`config.mk`:
```
export PLATFORM = sky130hd
export DESIGN_NAME = pdn_done_near
export DESIGN_NICKNAME = d
export VERILOG_FILES = /design/src/pdn_ms_timer.v /design/src/pdn_done_near.v
export VERILOG_INCLUDE_DIRS = /design/src
export SDC_FILE = /design/constraint.sdc
export NUM_CORES = 1
export LEC_CHECK = 0
export BUFFER_PORTS_ARGS = -buffer_cell sky130_fd_sc_hd__buf_2
export CORE_UTILIZATION = 40
export CTS_BUF_LIST = sky130_fd_sc_hd__clkbuf_16
export CTS_CLUSTER_DIAMETER = 80
export DETAILED_ROUTE_END_ITERATION = 16
export GPL_ROUTABILITY_DRIVEN = 0
export HOLD_SLACK_MARGIN = 0.05
export SLEW_MARGIN = 40
export SYNTH_ARGS = -nofsm -noshare
export SYNTH_HDL_FRONTEND = slang
export SYNTH_SLANG_ARGS = --single-unit
```
`constraint.sdc`:
```
create_clock -name pclk -period 6.9 [get_ports pclk]
set_input_delay 0.69 -clock pclk [delete_from_list [all_inputs] [get_ports pclk]]
set_output_delay 0.69 -clock pclk [all_outputs]
set_load 0.02 [all_outputs]
```
`src/pdn_map.vh`:
```
// Register map, field layout, reset values and timing constants of the done/near block
// Function
// - Flag internal command done when command zero
// - Assert done when selected condition holds
// - Assert near using near threshold condition
// - Unit select picks encoder or command deviation
// - Condition 0: deviation below threshold only
// - Condition 1: also filtered command zero
// - Condition 2: also unfiltered command zero
// - Condition 3: done held minimum hold time
// - Hold time zero holds until next command
// - Servo disabled forces done and near low
// - Done threshold 1 to 65535, low while moving
// - Near threshold default 65535, low until met
`ifndef PDN_MAP_VH
`define PDN_MAP_VH

// Register byte offsets
`define PDN_OFF_CTRL      12'h000
`define PDN_OFF_DONE_THR  12'h004
`define PDN_OFF_NEAR_THR  12'h008
`define PDN_OFF_WINDOW    12'h00C
`define PDN_OFF_HOLD      12'h010
`define PDN_OFF_STATUS    12'h014
`define PDN_OFF_IRQ_STAT  12'h018
`define PDN_OFF_IRQ_MASK  12'h01C

// Control register fields
`define PDN_CTRL_COND_LSB 0
`define PDN_CTRL_COND_MSB 1
`define PDN_CTRL_UNIT_BIT 2

// Reset values
`define PDN_RST_COND      2'h0
`define PDN_RST_UNIT      1'h0
`define PDN_RST_DONE_THR  16'h02DE
`define PDN_RST_NEAR_THR  16'hFFFF
`define PDN_RST_WINDOW    15'h0000
`define PDN_RST_HOLD      15'h0000
`define PDN_RST_MASK      3'h0

// Timing: the ms tick derives from a 25 ns clock
`define PDN_CLK_PERIOD_NS 25
`define PDN_MS_NS         1000000
`define PDN_MS_CYCLES     (`PDN_MS_NS / `PDN_CLK_PERIOD_NS)

// Output condition codes
`define PDN_COND_PLAIN    2'h0
`define PDN_COND_FILT     2'h1
`define PDN_COND_RAW      2'h2
`define PDN_COND_HOLD     2'h3

`endif

```
`src/pdn_ms_timer.v`:
```
// Millisecond countdown timer with start, abort and expiry flag
module pdn_ms_timer #(
    parameter MS_CYCLES = 40000,
    parameter CNT_W     = 15
) (
    input  wire             pclk,
    input  wire             presetn,
    input  wire             tick,
    input  wire             start,
    input  wire             abort,
    input  wire [CNT_W-1:0] load,
    output reg              running,
    output reg              expired
);
    reg [CNT_W-1:0] remain;

    // Count down one unit per millisecond tick
    always @(posedge pclk or negedge presetn) begin
        if (!presetn) begin
            remain  <= {CNT_W{1'b0}};
            running <= 1'b0;
            expired <= 1'b0;
        end else if (abort) begin
            remain  <= {CNT_W{1'b0}};
            running <= 1'b0;
            expired <= 1'b0;
        end else if (start) begin
            remain  <= load;
            running <= (load != {CNT_W{1'b0}});
            expired <= (load == {CNT_W{1'b0}});
        end else if (running && tick) begin
            // Expire on the tick after zero: the first tick may come at once, so N ms spans N+1 ticks
            if (remain == {CNT_W{1'b0}}) begin
                running <= 1'b0;
                expired <= 1'b1;
            end else begin
                remain <= remain - {{(CNT_W-1){1'b0}}, 1'b1};
            end
        end
    end
endmodule // pdn_ms_timer

```
`src/pdn_done_near.v`:
```
// Positioning done / near detector with APB registers and interrupt
`include "pdn_map.vh"
module pdn_done_near #(
    parameter MS_CYCLES = `PDN_MS_CYCLES,
    parameter DEV_W     = 32
) (
    input  wire             pclk,
    input  wire             presetn,
    input  wire             psel,
    input  wire             penable,
    input  wire             pwrite,
    input  wire [11:0]      paddr,
    input  wire [31:0]      pwdata,
    output reg  [31:0]      prdata,
    output reg              pready,
    output reg              pslverr,
    input  wire             servo_enable,
    input  wire             position_mode,
    input  wire [DEV_W-1:0] deviation_enc,
    input  wire [DEV_W-1:0] deviation_cmd,
    input  wire             cmd_filtered_zero,
    input  wire             cmd_raw_zero,
    input  wire             internal_cmd_zero,
    output reg              internal_cmd_done,
    output reg              position_done,
    output reg              position_near,
    output reg              irq
);
    // Hold and window counters and condition state
    localparam ST_IDLE  = 4'b0001;
    localparam ST_WIN   = 4'b0010;
    localparam ST_DONE  = 4'b0100;
    localparam ST_HOLD  = 4'b1000;

    reg  [1:0]       done_near_condition;
    reg              deviation_unit_select;
    reg  [15:0]      done_threshold;
    reg  [15:0]      near_threshold;
    reg  [14:0]      done_window_time;
    reg  [14:0]      done_hold_time;
    reg  [2:0]       irq_status;
    reg  [2:0]       irq_mask;
    reg  [3:0]       state;
    reg  [3:0]       next_state;
    reg  [31:0]      ms_count;
    reg              ms_tick;
    reg              prev_done;
    reg              prev_near;
    reg              prev_cmd;
    reg              raw_cmd_zero_d;
    reg              win_start;
    reg              hold_start;
    reg              tmr_start;
    reg              tmr_abort;
    reg  [14:0]      tmr_load;
    reg  [DEV_W-1:0] abs_dev;
    reg              cmd_ok;
    reg              done_cond;
    reg              near_cond;
    reg              active;
    reg              next_done;
    wire             tmr_running;
    wire             tmr_expired;
    wire [DEV_W-1:0] dev_sel;
    wire             new_cmd;
    wire             apb_acc;
    wire             rd_stat;
    wire [2:0]       ev;

    // Unit select picks the deviation source
    assign dev_sel = deviation_unit_select ? deviation_cmd : deviation_enc;
    // Command edge from zero to nonzero marks the next command
    assign new_cmd = raw_cmd_zero_d & ~cmd_raw_zero;
    assign apb_acc = psel & penable & ~pready;
    assign rd_stat = apb_acc & ~pwrite & (paddr == `PDN_OFF_IRQ_STAT);

    // Absolute deviation and the condition qualifiers
    always @* begin
        abs_dev = dev_sel[DEV_W-1] ? (~dev_sel + {{(DEV_W-1){1'b0}}, 1'b1}) : dev_sel;
        case (done_near_condition)
            `PDN_COND_PLAIN: cmd_ok = 1'b1;
            `PDN_COND_FILT:  cmd_ok = cmd_filtered_zero;
            `PDN_COND_RAW:   cmd_ok = cmd_raw_zero;
            `PDN_COND_HOLD:  cmd_ok = cmd_filtered_zero;
            default:         cmd_ok = 1'b0;
        endcase
        active    = servo_enable & position_mode;
        // Strictly below threshold; threshold zero is never met
        done_cond = active & cmd_ok & (abs_dev < {{(DEV_W-16){1'b0}}, done_threshold});
        near_cond = active & cmd_ok & (abs_dev < {{(DEV_W-16){1'b0}}, near_threshold});
    end

    // Millisecond tick shared by window and hold timing
    always @(posedge pclk or negedge presetn) begin
        if (!presetn) begin
            ms_count <= 32'h00000000;
            ms_tick  <= 1'b0;
        end else if (ms_count >= MS_CYCLES - 1) begin
            ms_count <= 32'h00000000;
            ms_tick  <= 1'b1;
        end else begin
            ms_count <= ms_count + 32'h00000001;
            ms_tick  <= 1'b0;
        end
    end

    pdn_ms_timer #(
        .MS_CYCLES (MS_CYCLES),
        .CNT_W     (15)
    ) u_timer (
        .pclk    (pclk),
        .presetn (presetn),
        .tick    (ms_tick),
        .start   (tmr_start),
        .abort   (tmr_abort),
        .load    (tmr_load),
        .running (tmr_running),
        .expired (tmr_expired)
    );

    // Done sequencing: window filter, then optional hold
    always @* begin
        next_state = state;
        next_done  = 1'b0;
        win_start  = 1'b0;
        hold_start = 1'b0;
        case (state)
            ST_IDLE: begin
                if (done_cond) begin
                    win_start  = 1'b1;
                    next_state = ST_WIN;
                end
            end
            ST_WIN: begin
                if (!done_cond) begin
                    next_state = ST_IDLE;                      // Condition broke, restart window
                end else if (tmr_expired) begin
                    next_done  = 1'b1;
                    next_state = ST_DONE;
                end
            end
            ST_DONE: begin
                next_done = 1'b1;
                if (!active) begin
                    next_done  = 1'b0;
                    next_state = ST_IDLE;
                end else if (done_near_condition == `PDN_COND_HOLD) begin
                    hold_start = 1'b1;
                    next_state = ST_HOLD;
                end else if (!done_cond) begin
                    next_done  = 1'b0;
                    next_state = ST_IDLE;
                end
            end
            ST_HOLD: begin
                next_done = 1'b1;
                if (!active) begin
                    next_done  = 1'b0;
                    next_state = ST_IDLE;
                end else if (done_hold_time == 15'h0000) begin
                    if (new_cmd) begin
                        next_done  = 1'b0;
                        next_state = ST_IDLE;
                    end
                end else if (tmr_expired && !done_cond) begin
                    next_done  = 1'b0;
                    next_state = ST_IDLE;
                end
            end
            default: next_state = ST_IDLE;
        endcase
        tmr_start = win_start | hold_start;
        tmr_abort = (state == ST_WIN) & ~done_cond;
        tmr_load  = hold_start ? done_hold_time : done_window_time;
    end

    // Outputs, each from a flip-flop
    always @(posedge pclk or negedge presetn) begin
        if (!presetn) begin
            state             <= ST_IDLE;
            position_done     <= 1'b0;
            position_near     <= 1'b0;
            internal_cmd_done <= 1'b0;
            raw_cmd_zero_d    <= 1'b1;
        end else begin
            state             <= next_state;
            position_done     <= next_done & active;
            position_near     <= near_cond;
            internal_cmd_done <= internal_cmd_zero;
            raw_cmd_zero_d    <= cmd_raw_zero;
        end
    end

    // Event edges feed sticky status bits
    assign ev = {~prev_cmd & internal_cmd_done, ~prev_near & position_near, ~prev_done & position_done};

    // APB slave, one wait state, read of interrupt status clears it
    always @(posedge pclk or negedge presetn) begin
        if (!presetn) begin
            pready                <= 1'b0;
            pslverr               <= 1'b0;
            prdata                <= 32'h00000000;
            done_near_condition   <= `PDN_RST_COND;
            deviation_unit_select <= `PDN_RST_UNIT;
            done_threshold        <= `PDN_RST_DONE_THR;
            near_threshold        <= `PDN_RST_NEAR_THR;
            done_window_time      <= `PDN_RST_WINDOW;
            done_hold_time        <= `PDN_RST_HOLD;
            irq_status            <= 3'h0;
            irq_mask              <= `PDN_RST_MASK;
            irq                   <= 1'b0;
            prev_done             <= 1'b0;
            prev_near             <= 1'b0;
            prev_cmd              <= 1'b0;
        end else begin
            prev_done <= position_done;
            prev_near <= position_near;
            prev_cmd  <= internal_cmd_done;
            pready    <= apb_acc;
            pslverr   <= 1'b0;
            // Set beats read clear so no event is lost
            irq_status <= (rd_stat ? 3'h0 : irq_status) | ev;
            irq        <= |(irq_status & irq_mask);
            if (apb_acc) begin
                prdata <= 32'h00000000;
                case (paddr)
                    `PDN_OFF_CTRL: begin
                        if (pwrite) begin
                            done_near_condition   <= pwdata[`PDN_CTRL_COND_MSB:`PDN_CTRL_COND_LSB];
                            deviation_unit_select <= pwdata[`PDN_CTRL_UNIT_BIT];
                        end
                        prdata <= {29'h0, deviation_unit_select, done_near_condition};
                    end
                    `PDN_OFF_DONE_THR: begin
                        // Zero is outside the legal range and is ignored
                        if (pwrite && pwdata[15:0] != 16'h0000)
                            done_threshold <= pwdata[15:0];
                        prdata <= {16'h0, done_threshold};
                    end
                    `PDN_OFF_NEAR_THR: begin
                        if (pwrite && pwdata[15:0] != 16'h0000)
                            near_threshold <= pwdata[15:0];
                        prdata <= {16'h0, near_threshold};
                    end
                    `PDN_OFF_WINDOW: begin
                        if (pwrite)
                            done_window_time <= pwdata[14:0];
                        prdata <= {17'h0, done_window_time};
                    end
                    `PDN_OFF_HOLD: begin
                        if (pwrite)
                            done_hold_time <= pwdata[14:0];
                        prdata <= {17'h0, done_hold_time};
                    end
                    `PDN_OFF_STATUS:   prdata <= {29'h0, internal_cmd_done, position_near, position_done};
                    `PDN_OFF_IRQ_STAT: prdata <= {29'h0, irq_status};
                    `PDN_OFF_IRQ_MASK: begin
                        if (pwrite)
                            irq_mask <= pwdata[2:0];
                        prdata <= {29'h0, irq_mask};
                    end
                    default: pslverr <= 1'b1;                  // Unmapped address
                endcase
            end
        end
    end
endmodule // pdn_done_near

```
======== Yosys cells after proc, flatten, opt, wreduce, memory -nomap -nowiden ========
Cells that the tools add are included.
storage, ports and cells
  flip-flop bits (word level) ............. 167
  input port bits ......................... 118
  word-level logic and storage cells ...... 148
cells by class
  add/subtract/negate cells ............... 3
  magnitude comparators ................... 3
  equal/unequal tests ..................... 20
  mux-type cells .......................... 47
  bitwise gates (word level) .............. 25
  reductions and logical operators ........ 25
operator list
  operator                                                                               number
  16-bit case mux with 8 select lines                                                    1
  32-bit 2-to-1 mux                                                                      3
  15-bit 2-to-1 mux                                                                      5
  32-bit by 1-bit adder with 32-bit output, second input constant                        2
  32-bit by 16-bit < comparator with 1-bit output                                        2
  12-bit by 5-bit == test with 1-bit output, second input constant                       4
  15-bit logical NOT                                                                     3
  4-bit 2-to-1 mux                                                                       10
  32-bit by 16-bit greater-or-equal comparator with 1-bit output, second input constant  1
  32-bit NOT                                                                             1
  12-bit by 4-bit == test with 1-bit output, second input constant                       2
  1-bit 2-to-1 mux                                                                       24
  3-bit AND reduction                                                                    6
  4-bit case mux with 4 select lines                                                     1
  16-bit nonzero test                                                                    1
  15-bit nonzero test                                                                    1
  15-bit by 1-bit subtractor with 15-bit output, second input constant                   1
  1-bit bitwise AND                                                                      14
  12-bit by 3-bit == test with 1-bit output, second input constant                       1
  12-bit logical NOT                                                                     1
  4-bit inequality test, second input constant                                           3
  8-bit OR reduction                                                                     1
  1-bit NOT                                                                              7
  1-bit case mux with 3 select lines                                                     2
  21 further kinds                                                                       26

======== Longest topological paths before layout ========
Gate-level depths: netlist of the first run.
  word-level depth ........................ 13
  depth in mapped cells ................... 25
  mapped depth without buffers ............ 16

======== Modules after synthesis ========
A second synthesis of the first run with hierarchy kept.
second synthesis, totals
  cells, all modules ...................... 1038
  area, all modules ....................... 9621.7 sq um
modules (own cells, without submodules)
  module         times used  cells each  area each (sq um)  seq. area each (sq um)
  pdn_done_near  1           902         8463.1             3384.5
  pdn_ms_timer   1           136         1158.6             425.4

======== Worst setup path before layout of the first run ========
OpenSTA, ideal clock, no wires.
  path type ............................... register -> register
  from .................................... reg deviation_unit_select
  to ...................................... reg u_timer.remain[5]
  library setup time ...................... 120 ps
  data arrival time ....................... 5520 ps
  required time ........................... 6780 ps
  slack ................................... 1260 ps
  stages on the path, launching flop included .. 24
  buffers on the path ..................... 8
  clock period less this slack ............ 5640 ps
  cells stage by stage .................... dfrtp_1 buf_6 buf_6 buf_6 buf_2 buf_2 buf_2 buf_1 clkbuf_1 mux2i_1 ha_1 o21ai_0 or2_2 o21ai_0 xor2_1 ha_1 a21o_1 a211oi_1 o21ai_0 a41o_1 nand4b_1 nor4b_1 a21oi_1 and3b_1
on the way
  word-level cells in the longest chain between the ends .. 11
RTL lines
  what                                                                              line                 text
  from (decl)                                                                       pdn_done_near.v:36   reg deviation_unit_select;
  from (signal assigned)                                                            pdn_done_near.v:204  deviation_unit_select <= `PDN_RST_UNIT;
  from (signal assigned)                                                            pdn_done_near.v:230  deviation_unit_select <= pwdata[`PDN_CTRL_UNIT_BIT];
  32-bit 2-to-1 mux *                                                               pdn_done_near.v:71   assign dev_sel = deviation_unit_select ? deviation_cmd : deviation_enc;
  32-bit NOT                                                                        pdn_done_near.v:79   abs_dev = dev_sel[DEV_W-1] ? (~dev_sel + {{(DEV_W-1){1'b0}}, 1'b1}) : dev_sel;
  32-bit by 1-bit adder with 32-bit output                                          pdn_done_near.v:79
  32-bit 2-to-1 mux *                                                               pdn_done_near.v:79
  32-bit by 16-bit < comparator with 1-bit output *                                 pdn_done_near.v:89   done_cond = active & cmd_ok & (abs_dev < {{(DEV_W-16){1'b0}}, done_threshold});
  1-bit bitwise AND *                                                               pdn_done_near.v:89
  1-bit 2-to-1 mux                                                                  pdn_done_near.v:129  if (done_cond) begin
  1-bit 2-to-1 mux                                                                  pdn_done_near.v:127  case (state)
  1-bit OR                                                                          pdn_done_near.v:172  tmr_start = win_start | hold_start;
  3-bit inequality test (no source line) (tied with other cells)                    --
  2-bit AND reduction (no source line) / 15-bit 2-to-1 mux (equally long branches)  --
  to (signal assigned)                                                              pdn_ms_timer.v:24    remain <= {CNT_W{1'b0}};
  to (signal assigned)                                                              pdn_ms_timer.v:28    remain <= load;
  to (signal assigned)                                                              pdn_ms_timer.v:37    remain <= remain - {{(CNT_W-1){1'b0}}, 1'b1};
  to (decl)                                                                         pdn_ms_timer.v:15    reg [CNT_W-1:0] remain;
Mark *: on every way between the ends. The rest lies on a longest branch, timed or not.
A chain may end at the register's enable or synchronous reset.

======== Final worst setup path of the first run ========
  from .................................... reg deviation_unit_select
  to ...................................... reg u_timer.running
on the way
  word-level cells in the longest chain between the ends .. 11
RTL lines
  what                                                                             line                 text
  32-bit 2-to-1 mux *                                                              pdn_done_near.v:71
  32-bit NOT                                                                       pdn_done_near.v:79
  32-bit by 1-bit adder with 32-bit output                                         pdn_done_near.v:79
  32-bit 2-to-1 mux *                                                              pdn_done_near.v:79
  32-bit by 16-bit < comparator with 1-bit output *                                pdn_done_near.v:89
  1-bit bitwise AND *                                                              pdn_done_near.v:89
  1-bit 2-to-1 mux                                                                 pdn_done_near.v:129
  1-bit 2-to-1 mux                                                                 pdn_done_near.v:127
  1-bit OR                                                                         pdn_done_near.v:172
  3-bit nonzero test (no source line) / 1-bit 2-to-1 mux (equally long branches)   --
  2-bit AND reduction (no source line) / 1-bit 2-to-1 mux (equally long branches)  --
  to (signal assigned)                                                             pdn_ms_timer.v:29    running <= (load != {CNT_W{1'b0}});
  to (decl)                                                                        pdn_ms_timer.v:12    output reg running,
Marked as above.

==> results.py, run 1 <==
metrics = {
    "timing": {
        "post-route-period-util_pct": 80.05,
        "tns_ns": 0,
        "fmax_mhz": 181.0,
        "finalSetupViolCount": 0,
        "rsz0062_at_grt": "false",
        "worstMarginPinSlew_ns": 0.8090,
        "slew_headroom_pct": 46.07,
        "fin_worst_skew_ns": 0.01009,
        "fin_crit_ns": 5.523,
        "maxSlewViolCount": 0,
        "hold_viol": 0,
    },
    "global_route": {
        "antenna_found_initial": 1,
        "grt_pass1_vias": 7790,
        "grt_max_degree": 86,
        "globalRouteOverflowTotal": 0,
        "gr-usage-all-layers_pct": 22.37,
        "grt_pass1_wl_um": 42320,
    },
    "critical_path": {
        "regToRegSetupSlack_ns": 1.38,
        "critPathCapture": "u_timer.running",
        "crit_start": "deviation_unit_select",
        "start_kind": "flip-flop",
        "path_max_fanout": 46,
        "timing.rr.start": "deviation_unit_select",
        "r2r_end": "u_timer.running",
        "worstPathArrival_ns": 5.84,
        "reg2reg_depth": 16,
        "endpoint_kind": "flip-flop",
        "crit_type": "reg2reg",
        "required_ns": 7.21,
    },
    "yosys": {
        "avgSynthCellArea_sq_um": 9.864,
        "synth_top_cells_by_count": "126 x dfrtp_1, 79 x mux2_2, 69 x nor2_1, 68 x nand2_1, 46 x inv_1",
        "synth-seq-cells": 151,
        "synthFlopType": "dfrtp_1",
        "synthMostInstantiatedCell": "dfrtp_1",
        "synthDistinctLibCells": 86,
        "synth_edf_count": 0,
        "ys_top_cells_by_area": "dfrtp_1 33%, mux2_2 9.3%, dfstp_2 6.9%",
        "netlist.area_leader.share_pct": 32.99,
        "synth_top_area_cell": "dfrtp_1",
        "yosys_warnings": 0,
        "async_flop_share_pct": 100.0,
        "yosysSeqAreaShare_pct": 39.86,
        "netlist_area_sq_um": 9558,
        "syn_inst": 969,
    },
    "placed_design": {
        "place_area_sq_um": 10460,
        "portBuffers": 123,
        "dp_hpwl_um": 20130,
    },
    "clock_tree": {
        "cts_sinks": 151,
        "hold_buffers": 0,
        "cts.clk_slew.worst_paths_ns": 0.07,
        "cts_buffers": 17,
        "clk_latency_ns": 0.43,
        "cts_tree": "yes",
        "clockBufferDepth": 2,
        "cts_setup_buffers": 0,
        "cts_root_buffer": "clkbuf_16",
        "cts.htree.levels": 4,
        "cts_resized": 0,
    },
    "power": {
        "p_per_area_nw_per_um2": 184.9,
        "power_leakage_nw": 4.754,
        "ir_drop_mv": 0.1306,
        "power_mw": 2.050,
    },
    "layout": {
        "fin_nets": 1248,
        "design_area_sq_um": 11080,
        "syn2layout_area_growth_pct": 15.97,
        "n_fill_cell": 2242,
        "drive_above_1_share_pct": 26.58,
    },
    "drt": {
        "drt-total-wl_um": 26500,
        "vias": 8187,
        "drtPass1Iterations": 6,
        "wire_per_inst_um": 18.53,
        "drt_iter0_drc": 616,
        "viasPerCell": 5.725,
        "drc": 0,
        "drtAntennaViolNets": 0,
    },
    "die": {
        "initial_core_util_pct": 40.72,
        "core-area_sq_um": 23470,
        "die_area_sq_um": 24520,
        "placementRows": 56,
        "die_w_um": 156.6,
        "io-pin-count": 156,
        "die_h_um": 156.6,
    },
    "flow_run": {
        "cap_violations": 0,
    },
    "min_path": {
        "worstHoldPathType": "in2async",
    },
    "outcome": {
        "status": "completed",
    },
}
cell families after synthesis:
logic type / Yosys count / share of synthesized area (%)
and+or+nand+nor: 324 / 18.37
DFF: 151 / 39.86
muxes: 111 / 12.92
adders and majority gates: 33 / 4.320
xor gates and xnor gates: 40 / 3.665
AOI/OAI and AO/OA: 210 / 15.79
buffers and inverters: 99 / 5.040
other: 1 / 0.03923
placed cells by master (no fill, tap or decap), drive strengths merged, types with 8 or more instances in the layout:
cell type	instances
a211oi	8
a21o	12
a21oi	32
a221oi	15
a22o	15
a22oi	9
a31oi	12
and2	10
and3	16
buf	129
clkbuf	18
conb	32
dfrtp	126
dfstp	25
ha	33
inv	53
mux2	79
mux2i	30
nand2	68
nand3	18
nand4	17
nor2	69
nor3	24
nor4	23
o21ai	41
o31ai	8
or3	17
or3b	8
or4	9
xnor2	15
xor2	25
worst max-delay path: stages (launching register included):
cell	delay, ns
dfrtp_4	0.77
mux2i_1	0.40
ha_1	0.26
o21ai_0	0.25
or2_2	0.43
o21ai_0	0.22
xor2_1	0.25
ha_1	0.29
nand4_1	0.13
nor2_1	0.07
a211oi_1	0.24
o21ai_0	0.13
a41o_1	0.26
nand4b_1	0.51
o21ai_0	0.73
a21oi_2	0.17
a31o_1	0.26
how the worst min path moves through the flow:
stage	from	endpoint	slack, ns	cells past startpoint
after floorplan	presetn	deviation_unit_select	0.39	0
after global placement	prev_near	irq_status[1]	0.40	1
after detailed placement	prev_done	irq_status[0]	0.41	1
after CTS	presetn	ms_count[7]	0.34	1
after global routing	presetn	ms_count[8]	0.35	1
final	presetn	ms_count[7]	0.29	1
per-layer routing:
metal  track usage, %  vias to the layer above  share of wire (%)
met5                0                        -                  0
met4            5.742                        0                1.5
met3            5.012                       34                6.4
met2            33.38                      307                 44
met1            32.48                     4001                 48
li1                 -                     3845                  -
where the power goes:
part           switching (mW)  total [mW]  internal, mW  leakage, nW
combinational           0.132       0.208        0.0761         2.56
clock                   0.424       0.944         0.520        0.295
sequential            0.00336       0.897         0.894         1.90
per-stage QoR:
step                setup slack [ns]  cells  utilization (%)  hold WS (ns)
floorplan                      1.260   1000                -        0.3944
global placement               1.318   1396            44.48        0.4009
detailed placement             1.231   1397            44.57        0.4106
CTS                            1.200   1429            47.16        0.3374
global route                  0.8735   1430            47.22        0.3510
finish                         1.377   1430            47.22        0.2943
sequential cells by signal, indices dropped and copies added (netlist names), 2 cells and up:
signal               flops
done_threshold          16
near_threshold          16
irq_mask                 3
u_timer.remain          15
ms_count                32
state                    4
prdata                  16
irq_status               3
done_near_condition      2
done_hold_time          15
done_window_time        15
cell type report:
cell class / instances / area, sq um / share of cell area [%]
multi-input combinational: 750 / 5403 / 48.74
sequential: 151 / 3814 / 34.41
timing repair buffer: 130 / 680.7 / 6.141
clock buffer: 17 / 425.4 / 3.838
tap: 319 / 399.1 / 3.601
clock inverter: 15 / 183.9 / 1.659
inverter: 47 / 176.4 / 1.592
antenna: 1 / 2.502 / 0.02258
Note: power is estimated with default switching activity, not from simulation.
==> inputs of run 2 (changes only) <==
==> constraint.sdc (replaced) <==
create_clock -name pclk -period 5.7 [get_ports pclk]
set_input_delay 0.57 -clock pclk [delete_from_list [all_inputs] [get_ports pclk]]
set_output_delay 0.57 -clock pclk [all_outputs]
set_load 0.02 [all_outputs]
==> results.py, run 2 (synthesis gave the netlist of run 1 again) <==
metrics = {
    "layout": {
        "fin_nets": 1253,
        "diodes": 0,
        "layout_common_cells": "125 x dfrtp_1, 122 x buf_2, 79 x mux2_2",
        "final_common_cell": "dfrtp_1",
        "largest_register_ffs": 32,
        "final_cells": 1434,
        "drive_above_1_share_pct": 26.64,
        "utilization_pct": 47.28,
        "n_fill_cell": 2246,
        "top_register": "ms_count",
        "syn2layout_area_growth_pct": 16.11,
        "design_area_sq_um": 11100,
    },
    "power": {
        "p_per_area_nw_per_um2": 224.5,
        "power_mw": 2.492,
        "power_leakage_nw": 4.776,
        "ir_drop_mv": 0.1756,
    },
    "drt": {
        "wl_met1_um": 12480,
        "drt_iter0_drc": 729,
        "wire_per_inst_um": 18.30,
        "drt-total-wl_um": 26250,
        "wl_met2_um": 11730,
        "met3_length_um": 1723,
        "drc": 0,
        "viasPerCell": 5.713,
        "drtPass1Iterations": 7,
        "drtAntennaViolNets": 0,
        "top_layer": "met4",
        "vias": 8192,
    },
    "die": {
        "die_area_sq_um": 24520,
        "io-pin-count": 156,
        "die_h_um": 156.6,
        "initial_core_util_pct": 40.72,
        "placementRows": 56,
        "die_w_um": 156.6,
        "core-area_sq_um": 23470,
    },
    "min_path": {
        "worstHoldPathType": "in2async",
    },
    "critical_path": {
        "timing.rr.start": "deviation_unit_select",
        "required_ns": 6.03,
        "endpoint_kind": "flip-flop",
        "crit_start": "deviation_unit_select",
        "path_max_fanout": 36,
        "critPathCapture": "u_timer.remain[6]",
        "worstPathArrival_ns": 5.36,
        "r2r_end": "u_timer.remain[6]",
        "crit_type": "reg2reg",
        "start_kind": "flip-flop",
        "regToRegSetupSlack_ns": 0.67,
        "reg2reg_depth": 11,
    },
    "clock_tree": {
        "cts_setup_buffers": 0,
        "clockBufferDepth": 2,
        "cts_tree": "yes",
        "clk_latency_ns": 0.43,
        "cts.htree.levels": 4,
        "hold_buffers": 0,
        "cts_buffers": 17,
        "cts_root_buffer": "clkbuf_16",
        "cts.clk_slew.worst_paths_ns": 0.07,
        "cts_resized": 0,
        "cts_sinks": 151,
    },
    "timing": {
        "fin_crit_ns": 5.029,
        "tns_ns": 0,
        "fmax_mhz": 198.8,
        "finalSetupViolCount": 0,
        "slew_headroom_pct": 43.36,
        "fin_ws_ns": 0.6710,
        "fin_worst_skew_ns": 0.009515,
        "post-route-period-util_pct": 88.23,
        "maxSlewViolCount": 0,
        "hold_slack_ns": 0.1321,
        "rsz0062_at_grt": "false",
        "worstMarginPinSlew_ns": 0.8419,
        "hold_viol": 0,
    },
    "flow_run": {
        "cap_violations": 0,
    },
    "global_route": {
        "gr-usage-all-layers_pct": 22.51,
        "grt_pass1_vias": 7895,
        "globalRouteOverflowTotal": 0,
        "grt_max_degree": 93,
        "antenna_found_initial": 0,
        "grt_pass1_wl_um": 42480,
    },
    "outcome": {
        "status": "completed",
    },
    "placed_design": {
        "pre_cts_ws_ns": 0.7496,
        "place_area_sq_um": 10490,
        "portBuffers": 123,
        "placedCellCount": 1402,
        "dp_hpwl_um": 20170,
    },
}
-- run 2: worst min path at each step --
stage	start	endpoint	slack (ns)	cells past startpoint
3_5_place_dp	prev_done	irq_status[0]	0.41	1
4_1_cts	presetn	ms_count[6]	0.18	1
3_3_place_gp	prev_cmd	irq_status[2]	0.40	1
5_1_grt	presetn	ms_count[6]	0.19	1
6_report	presetn	ms_count[6]	0.13	1
2_1_floorplan	presetn	deviation_unit_select	0.27	0
-- run 2: per-layer routing --
layer	vias to the layer above	global-route usage [%]
met5	-	0
met4	0	5.976
met3	27	3.932
met2	290	34.52
met1	4018	32.52
li1	3857	-
-- run 2: worst max-delay path, stage by stage (launching register included) --
cell and delay [ns]:
dfrtp_2 0.45, buf_4 0.40, buf_4 0.34, or3b_2 0.58, a222oi_1 0.45, nand4_1 0.36
and3_1 0.30, a2111oi_0 0.63, nand3b_1 0.17, or4_1 0.67, and2_4 0.31, o31ai_2 0.25
-- run 2: report_power, final --
group	switching [mW]	total (mW)	leakage (nW)	internal, mW
Combinational	0.160	0.252	2.58	0.0928
Clock	0.491	1.15	0.291	0.663
Sequential	0.00360	1.09	1.90	1.08
-- run 2: final cells by class --
class	instances	area [sq um]	area share [%]
clock buffer	17	425.4	3.833
clock inverter	15	176.4	1.590
inverter	47	176.4	1.590
multi-input combinational	750	5390	48.57
sequential	151	3811	34.34
tap	319	399.1	3.596
timing repair buffer	135	719.4	6.483
